==> config.mk <==
export PLATFORM = sky130hd
export DESIGN_NAME = hsg_gate_ctrl
export DESIGN_NICKNAME = d
export VERILOG_FILES = /design/src/hdl/hsg_pkg.sv /design/src/hdl/hsg_gate_ctrl.sv
export SDC_FILE = /design/constraint.sdc
export NUM_CORES = 1
export LEC_CHECK = 0
export BUFFER_PORTS_ARGS = -buffer_cell sky130_fd_sc_hd__buf_2
export CELL_PAD_IN_SITES_DETAIL_PLACEMENT = 0
export CELL_PAD_IN_SITES_GLOBAL_PLACEMENT = 1
export CORE_MARGIN = 2
export CORE_UTILIZATION = 40
export CTS_CLUSTER_SIZE = 25
export DETAILED_ROUTE_END_ITERATION = 8
export PLACE_DENSITY = 0.73
export SKIP_CTS_REPAIR_TIMING = 1
export SLEW_MARGIN = 20
export SYNTH_ARGS = -nofsm -noshare
export SYNTH_HDL_FRONTEND = slang
export SYNTH_SLANG_ARGS = --single-unit
export TNS_END_PERCENT = 10
==> constraint.sdc <==
create_clock -name clock -period 2.3 [get_ports clock]
set_input_delay 0.23 -clock clock [delete_from_list [all_inputs] [get_ports clock]]
set_output_delay 0.23 -clock clock [all_outputs]
set_load 0.005 [all_outputs]
==> src/hdl/hsg_pkg.sv <==
/*
  Constants for the hot-swap gate current and power-good logic.
  Assumes a 50 MHz system clock and a simple strobed register port.
*/
package hsg_pkg;
  localparam int CODE_W = 4;
  localparam logic [3:0] CODE_RESET = 4'h4;
  localparam logic [3:0] CODE_MIN = 4'h0;
  localparam logic [3:0] CODE_70UA = 4'h6;
  localparam logic [3:0] CODE_150UA = 4'he;
  localparam int UA_STEP = 10;
  localparam logic [1:0] QS_PROG = 2'h0;
  localparam logic [1:0] QS_10UA = 2'h1;
  localparam logic [1:0] QS_70UA = 2'h2;
  localparam logic [1:0] QS_150UA = 2'h3;
  localparam int ADDR_W = 4;
  localparam logic [3:0] ADDR_CODE = 4'h0;
  localparam logic [3:0] ADDR_STATUS = 4'h1;
  localparam logic [3:0] ADDR_IRQ_STAT = 4'h2;
  localparam logic [3:0] ADDR_IRQ_EN = 4'h3;
  localparam logic [3:0] ADDR_IRQ_CLR = 4'h4;
  localparam logic [3:0] ADDR_FLAG_CLR = 4'h5;
  localparam int IRQ_W = 3;
  localparam int IRQ_OC = 0;
  localparam int IRQ_PG_RISE = 1;
  localparam int IRQ_PG_FALL = 2;
  localparam int ST_DRIVE = 0;
  localparam int ST_PGOOD = 1;
  localparam int ST_OCFLAG = 2;
  localparam int ST_SEL_LO = 3;
  localparam int SEL_W = 4;
endpackage : hsg_pkg

==> src/hdl/hsg_gate_ctrl.sv <==
/*
  Gate current selection, FET drive enable and power-good logic of a hot-swap controller.
  Assumes comparator results and quick-select pins are asynchronous levels, high when true.
*/
// Overview of operation
// - Drive FET only without OC, UV, OV faults
// - Current setting is (code plus one) times ten
// - Code resets to 0100, fifty microamps
// - Quick-select: 00 code, 01/10/11 fixed currents
// - Unconnected quick-select pins read as 00
// - Quick-select changes take effect three cycles later
// - Host code writes apply to current selection with quick-select 00
// - Power-good needs all five conditions true
// - Drain above one volt blocks power-good
// - Drive held off from reset until conditions
// - Overcurrent kills drive, power-good, sets flag
module hsg_gate_ctrl
  import hsg_pkg::*;
(
  input wire logic clock,
  input wire logic reset_n,
  input wire logic overcurrent,
  input wire logic undervoltage,
  input wire logic overvoltage,
  input wire logic gate_above_vdd_m1,
  input wire logic drain_below_vee_p1,
  input wire logic quick_current_sel_hi,
  input wire logic quick_current_sel_lo,
  input wire logic [ADDR_W-1:0] reg_addr,
  input wire logic [7:0] reg_wdata,
  input wire logic reg_write,
  input wire logic reg_read,
  output logic [7:0] reg_rdata,
  output logic fet_drive_en,
  output logic power_good_n,
  output logic [CODE_W-1:0] gate_current_sel,
  output logic overcurrent_fault_flag,
  output logic irq
);

  logic [6:0] sync1_reg;
  // Drive stays off until the synchronisers hold real pin values.
  logic [1:0] arm_reg;
  logic [6:0] sync2_reg;
  logic [CODE_W-1:0] charge_current_code;
  logic [IRQ_W-1:0] irq_stat_reg;
  logic [IRQ_W-1:0] irq_en_reg;
  logic pg_prev_reg;

  // Two-stage synchronisers for comparators and pins.
  always_ff @(posedge clock or negedge reset_n)
  begin
    if (!reset_n)
    begin
      sync1_reg <= 7'h00;
      sync2_reg <= 7'h00;
      arm_reg <= 2'h0;
    end
    else
    begin
      arm_reg <= {arm_reg[0], 1'b1};
      sync1_reg <= {quick_current_sel_hi, quick_current_sel_lo, drain_below_vee_p1,
                    gate_above_vdd_m1, overvoltage, undervoltage, overcurrent};
      sync2_reg <= sync1_reg;
    end
  end

  wire oc_s = sync2_reg[0];
  wire uv_s = sync2_reg[1];
  wire ov_s = sync2_reg[2];
  wire gate_ok_s = sync2_reg[3];
  wire drain_ok_s = sync2_reg[4];
  // Pins are expected to have pull-downs, so floating pins read 00.
  wire [1:0] qsel_s = sync2_reg[6:5];

  wire fault = oc_s | uv_s | ov_s;
  wire drive_next = ~fault & arm_reg[1];
  wire pg_next = ~fault & arm_reg[1] & gate_ok_s & drain_ok_s;

  logic [CODE_W-1:0] sel_next;
  always_comb
  begin
    case (qsel_s)
      QS_10UA: sel_next = CODE_MIN;
      QS_70UA: sel_next = CODE_70UA;
      QS_150UA: sel_next = CODE_150UA;
      default: sel_next = charge_current_code;
    endcase
  end

  wire wr_code = reg_write && reg_addr == ADDR_CODE;
  wire wr_en = reg_write && reg_addr == ADDR_IRQ_EN;
  wire wr_iclr = reg_write && reg_addr == ADDR_IRQ_CLR;
  wire wr_fclr = reg_write && reg_addr == ADDR_FLAG_CLR;
  wire [IRQ_W-1:0] irq_set = {pg_prev_reg & ~pg_next, ~pg_prev_reg & pg_next, oc_s};
  wire [IRQ_W-1:0] iclr_mask = wr_iclr ? reg_wdata[IRQ_W-1:0] : '0;

  logic [7:0] rdata_next;
  always_comb
  begin
    if (reg_addr == ADDR_CODE)
      rdata_next = {4'h0, charge_current_code};
    else if (reg_addr == ADDR_STATUS)
      rdata_next = {fet_drive_en, ~power_good_n, overcurrent_fault_flag, fet_drive_en,
                    gate_current_sel};
    else if (reg_addr == ADDR_IRQ_STAT)
      rdata_next = {5'h00, irq_stat_reg};
    else if (reg_addr == ADDR_IRQ_EN)
      rdata_next = {5'h00, irq_en_reg};
    else
      rdata_next = 8'h00;
  end

  // Drive, power-good and current select are re-evaluated every cycle.
  always_ff @(posedge clock or negedge reset_n)
  begin
    if (!reset_n)
    begin
      fet_drive_en <= 1'b0;
      power_good_n <= 1'b1;
      gate_current_sel <= CODE_RESET;
      pg_prev_reg <= 1'b0;
    end
    else
    begin
      fet_drive_en <= drive_next;
      power_good_n <= ~pg_next;
      gate_current_sel <= sel_next;
      pg_prev_reg <= pg_next;
    end
  end

  // Register file; hardware set wins over software clear.
  always_ff @(posedge clock or negedge reset_n)
  begin
    if (!reset_n)
    begin
      charge_current_code <= CODE_RESET;
      overcurrent_fault_flag <= 1'b0;
      irq_stat_reg <= '0;
      irq_en_reg <= '0;
      irq <= 1'b0;
      reg_rdata <= 8'h00;
    end
    else
    begin
      if (wr_code)
        charge_current_code <= reg_wdata[CODE_W-1:0];
      if (oc_s)
        overcurrent_fault_flag <= 1'b1;
      else if (wr_fclr)
        overcurrent_fault_flag <= 1'b0;
      if (wr_en)
        irq_en_reg <= reg_wdata[IRQ_W-1:0];
      irq_stat_reg <= (irq_stat_reg & ~iclr_mask) | irq_set;
      irq <= |(((irq_stat_reg & ~iclr_mask) | irq_set) & irq_en_reg);
      reg_rdata <= reg_read ? rdata_next : 8'h00;
    end
  end
endmodule : hsg_gate_ctrl

* Word level (Yosys, flattened, before mapping)
Cells that the tools add are included.
** Word-level totals
- Register bits :: 43
- Input bits :: 23
- Output and inout port bits :: 16
- Word-level logic and storage cells :: 52
** Operators by class
- Eq/ne operators :: 8
- Mux-type cells :: 9
- Bitwise logic cells :: 15
- Reductions and logical operators :: 7
** Operators with widths (number)
- 2-to-1 mux 8 bit :: 3
- one-hot mux 4 bit (3 select lines) :: 1
- 2-to-1 mux 3 bit :: 3
- == test 4 x 2 -> 1 bit, second input constant :: 2
- == test 4 x 3 -> 1 bit, second input constant :: 2
- AND 3 bit :: 2
- AND 1 bit :: 5
- == test 2 bit, second input constant :: 2
- == test 4 x 1 -> 1 bit, second input constant :: 1
- logical AND 1 bit :: 4
- logical NOT 4 bit :: 1
- NOT 1 bit :: 4
- NOT 3 bit :: 1
- OR 3 bit :: 1
- OR reduction 3 bit :: 1
- == test 2 x 1 -> 1 bit, second input constant :: 1
- 2-to-1 mux 1 bit :: 2
- OR 1 bit :: 2
- nonzero test 2 bit :: 1

* Depth between registers and ports, before layout
- Depth after elaboration :: 11
- Depth in mapped cells :: 5
- Gate-level depth less buffers :: 4

* Worst setup path before layout
Ideal clock, no wire load.
- Kind :: register to register
- From :: reg sync2_reg[0]
- To :: reg irq
- Library setup time :: 0.126 ns
- Arrival time :: 1.326 ns
- Data required time :: 2.174 ns
- Setup slack :: 0.848 ns
- Cell stages (with the launch flop) :: 5
- Path buffers :: 0
- Path through :: dfrtp_1 nor4b_4 nand3_2 a22o_1 a221o_1
** Between the ends
- Word-level cells in the longest chain between the ends :: 11
** Ends and longest elaborated chain
- from (decl) :: line hsg_gate_ctrl.sv:44 : logic [6:0] sync2_reg;
- from (signal assigned) :: line hsg_gate_ctrl.sv:64 : sync2_reg <= sync1_reg;
- OR 1 bit (*) (2 in series) :: line hsg_gate_ctrl.sv:76 : wire fault = oc_s | uv_s | ov_s;
- NOT 1 bit (*)
- AND 1 bit (*)
- net drive_next :: line hsg_gate_ctrl.sv:77 : wire drive_next = ~fault & arm_reg[1];
- AND 1 bit (*) (2 in series) :: line hsg_gate_ctrl.sv:78 : wire pg_next = ~fault & arm_reg[1] & gate_ok_s & drain_ok_s;
- NOT 1 bit :: line hsg_gate_ctrl.sv:95 : wire [IRQ_W-1:0] irq_set = {pg_prev_reg & ~pg_next, ~pg_prev_reg & pg_next, oc_s};
- AND 1 bit :: line hsg_gate_ctrl.sv:95
- OR 3 bit (*) :: line hsg_gate_ctrl.sv:156 : irq <= |(((irq_stat_reg & ~iclr_mask) | irq_set) & irq_en_reg);
- AND 3 bit (*) :: line hsg_gate_ctrl.sv:156
- OR reduction 3 bit (*) :: line hsg_gate_ctrl.sv:156
- to (signal assigned) :: line hsg_gate_ctrl.sv:156
- to (decl) :: line hsg_gate_ctrl.sv:38 : output logic irq
Mark *: on every way through the listed nets, which the timed path passes. The rest lies on a longest branch.
A chain may end at the register's enable or synchronous reset.

* Final worst setup path
Same ends and word-level chain as after synthesis.

==> Flow_metrics.wiki <==
{| class="wikitable"
! Metric !! Value
|-
| Internal power summed over all cells || ~1.1 mW
|-
| Portion of total power attributed to the clock network || about 32%
|-
| Pins Over Slew Limit || 0
|-
| Leakage power total || just under 0.9 nW
|-
| Status || complete, no violations
|-
| Effective utilization at floorplan || 41.1%
|-
| Worst-case clock buffer depth || 2
|-
| Number of clock sinks seen by CTS || 42
|-
| Post-synth design cell area || 1480 µm²
|-
| Library cell with the highest instance count after synthesis || sky130_fd_sc_hd__dfrtp_1
|-
| Number of standard cells after synthesis || between 100 and 150
|-
| Setup WS post-layout || 0.742 ns
|-
| Reg power frac || 58.6%
|-
| Total nets after synthesis || about 130
|-
| Detailed-routing iteration count for the pre-antenna-repair pass || 3
|-
| DR DRC count || 0
|-
| Largest driver fanout on the critical path || 5
|-
| Clk pin slew, worst setup/hold paths || around 0.08 ns
|-
| Final antenna-violating net count || 0
|-
| FF+latch count, synth || 42
|-
| Data arrival time of the critical path || 1.74 ns
|-
| Maximum operating frequency || between 600 and 700 MHz
|-
| Global-route total usage across every layer || approximately 13%
|-
| Setup repair after global routing missed its margin || no
|-
| Number of hold violations in the final report || 0
|-
| Final worst path period share || between 60% and 70%
|-
| Mean number of vias per cell || about 4.7
|-
| Root buffer cell || sky130_fd_sc_hd__clkbuf_8
|-
| Number of max-cap violations || 0
|-
| Diode count || 0
|-
| Detailed-route wire length || 2420 µm
|-
| Required time of the worst setup path || roughly 2.5 ns
|-
| Fraction of registers with async set or reset after synthesis || 100%
|-
| Core area || approximately 3600 µm²
|-
| IO Pins || 39
|-
| Detailed-placement wirelength estimate || about 1900 µm
|-
| Largest net degree at the start of global routing || 43
|-
| Number of design-rule violations left by the first detailed-router iteration || 30
|-
| TNS Setup || 0 ns
|-
| Wire length of the first global-routing pass || approximately 4100 µm
|-
| Critical path start-end classification || flop to flop
|-
| Gp weighted congestion || slightly above 0.8
|-
| Ys flop type || sky130_fd_sc_hd__dfrtp_1
|-
| Top cell types by occurrence after synthesis || sky130_fd_sc_hd__dfrtp_1, sky130_fd_sc_hd__mux2_2, sky130_fd_sc_hd__nand2_1, sky130_fd_sc_hd__nor2_1
|-
| Antenna violations before repair || 0
|-
| Area taken by multi-input logic gates || ~400 µm²
|-
| Non-filler instance count after layout || 190
|-
| Area of the die || approximately 4200 µm²
|-
| Mapped Avg Cell Area || 14.4 µm²
|-
| Switching share of power || 22.7%
|-
| Final Net Count || about 160
|-
| Fraction of post-synthesis cell area in the top cell type by area || about 66%
|-
| Height of the chip || between 60 and 70 µm
|-
| Power per cell area || just over 800 nW/µm²
|-
| Inst Count DP || around 180
|-
| FF+latch area || roughly 1100 µm²
|-
| Register area share after synthesis || 71.1%
|-
| Count of standard-cell rows || 22
|-
| Worst skew pair latency || between 0.2 and 0.3 ns
|-
| Number of buffers added by the clock tree synthesis step || 5
|-
| Shortest clock period the worst path allows after layout || roughly 1.6 ns
|-
| CP endpoint kind || flop
|-
| Number of H-tree levels || 2
|-
| Distinct cell type count of the synthesized netlist || 31
|-
| NetSw || 330 µW
|-
| Port Buffers || 34
|-
| Congestion Overflow GR || 0
|-
| Fraction of layout cells with a size suffix above 1 || approximately two fifths
|-
| Worst Max-Slew Pin Slew || around 0.9 ns
|-
| Worst slack after detailed placement || about 0.7 ns
|-
| CTS tree || built
|-
| Number of global-route vias before repair || 926
|-
| Avg WL per Cell || between 10 and 15 µm
|-
| Total vias in the final route || between 800 and 900
|-
| Area growth, synth to finish || 20.6%
|-
| Number of fillers in the final layout || ~320
|-
| Combinational share of power || around 9.0%
|-
| Cell accounting for the most synthesized area || sky130_fd_sc_hd__dfrtp_1
|-
| Leading cell types by total area after synthesis || sky130_fd_sc_hd__dfrtp_1, sky130_fd_sc_hd__dfstp_2, sky130_fd_sc_hd__mux2_2, sky130_fd_sc_hd__mux2i_1, sky130_fd_sc_hd__and2_1
|-
| Worst Hold Class || input pin to flop
|-
| Worst Clk Skew || 0.00832 ns
|-
| Number of endpoints failing setup at the final stage || 0
|-
| CP Launch Type || flop
|-
| Number of enable flip-flop cells after synthesis || 0
|-
| Worst vdd ir || 0.000299 V
|-
| Width of the die || 64.9 µm
|-
| Tightest slew margin relative to the limit || 41.4%
|-
| Synthesis Warnings || 0
|}
==> layout by cell type, fill, tap and decap left out, types with 2 or more instances in the layout <==
cell type,count
sky130_fd_sc_hd__a211oi_1,3
sky130_fd_sc_hd__a21o_1,2
sky130_fd_sc_hd__a21o_2,2
sky130_fd_sc_hd__and2_1,4
sky130_fd_sc_hd__and3b_1,2
sky130_fd_sc_hd__buf_2,34
sky130_fd_sc_hd__clkbuf_8,6
sky130_fd_sc_hd__dfrtp_1,39
sky130_fd_sc_hd__dfstp_2,3
sky130_fd_sc_hd__inv_1,4
sky130_fd_sc_hd__mux2_2,7
sky130_fd_sc_hd__mux2i_1,3
sky130_fd_sc_hd__nand2_1,6
sky130_fd_sc_hd__nand3_1,2
sky130_fd_sc_hd__nor2_1,6
sky130_fd_sc_hd__o21ai_0,3
==> routing by layer <==
| metal | wire, µm | GRT usage, % |
|---|---|---|
| met3 | 110 | 3.65 |
| met4 | 68 | 8.78 |
| met1 | 949 | 14.7 |
| met5 | 0 | 0 |
| met2 | 1290 | 22.7 |
==> area by class of cell <==
class,count,area share [%]
Timing Repair Buffer,34,9.52
Multi-Input combinational cell,54,22.2
Sequential cell,42,59.0
Inverter,4,0.840
Clock buffer,7,4.83
Tap cell,48,3.36
Clock inverter,1,0.280
==> worst paths after layout <==
path | depth (start not counted) | startpoint | slack [ns] | to
max in group asynchronous | 1 | reset_n | 1.70 | sync1_reg[3]
worst min register to register | 0 | sync1_reg[4] | 0.35 | sync2_reg[4]
worst max-delay path | 4 | sync2_reg[0] | 0.74 | irq
min in group asynchronous | 1 | reset_n | 0.05 | reg_rdata[1]
worst max register to register | 4 | sync2_reg[0] | 0.74 | irq
worst min-delay path | 1 | quick_current_sel_hi | 0.04 | sync1_reg[6]
==> critical path, cell delays in order (launching register included) <==
cell                      delay [ns]
sky130_fd_sc_hd__dfrtp_1        0.42
sky130_fd_sc_hd__nor4b_4        0.30
sky130_fd_sc_hd__nand3_2        0.17
sky130_fd_sc_hd__a22o_1         0.28
sky130_fd_sc_hd__a221o_1        0.29
==> power by group through the flow <==
stage	clock network, mW	logic, mW	registers [mW]
final	0.470	0.131	0.852
after global routing	0.525	0.148	0.863
after CTS	0.490	0.135	0.852
after detailed placement	0	0.135	0.867
after global placement	0	0.132	0.864
after floorplan	0	0.0748	0.857
==> logic make-up after synthesis <==
| family | share of synthesized area [%] |
|---|---|
| DFF | 71.1 |
| and+or+nand+nor | 11.5 |
| AOI/OAI and AO/OA | 7.68 |
| muxes | 7.34 |
| other | 0.253 |
| buffers and inverters | 2.11 |
==> metrics by stage <==
step | power [mW] | util (%) | cell area [µm²] | hold slack [ns]
finish | 1.45 | 49.6 | 1790 | 0.0439
global route | 1.54 | 49.6 | 1790 | 0.0267
CTS | 1.48 | 49.6 | 1790 | 0.0320
detailed placement | 1.00 | 47.1 | 1700 | 0.335
global placement | 0.996 | 47.1 | 1700 | 0.333
floorplan | 0.932 | - | 1480 | -0.0656
Note: power is estimated with default switching activity, not from simulation.
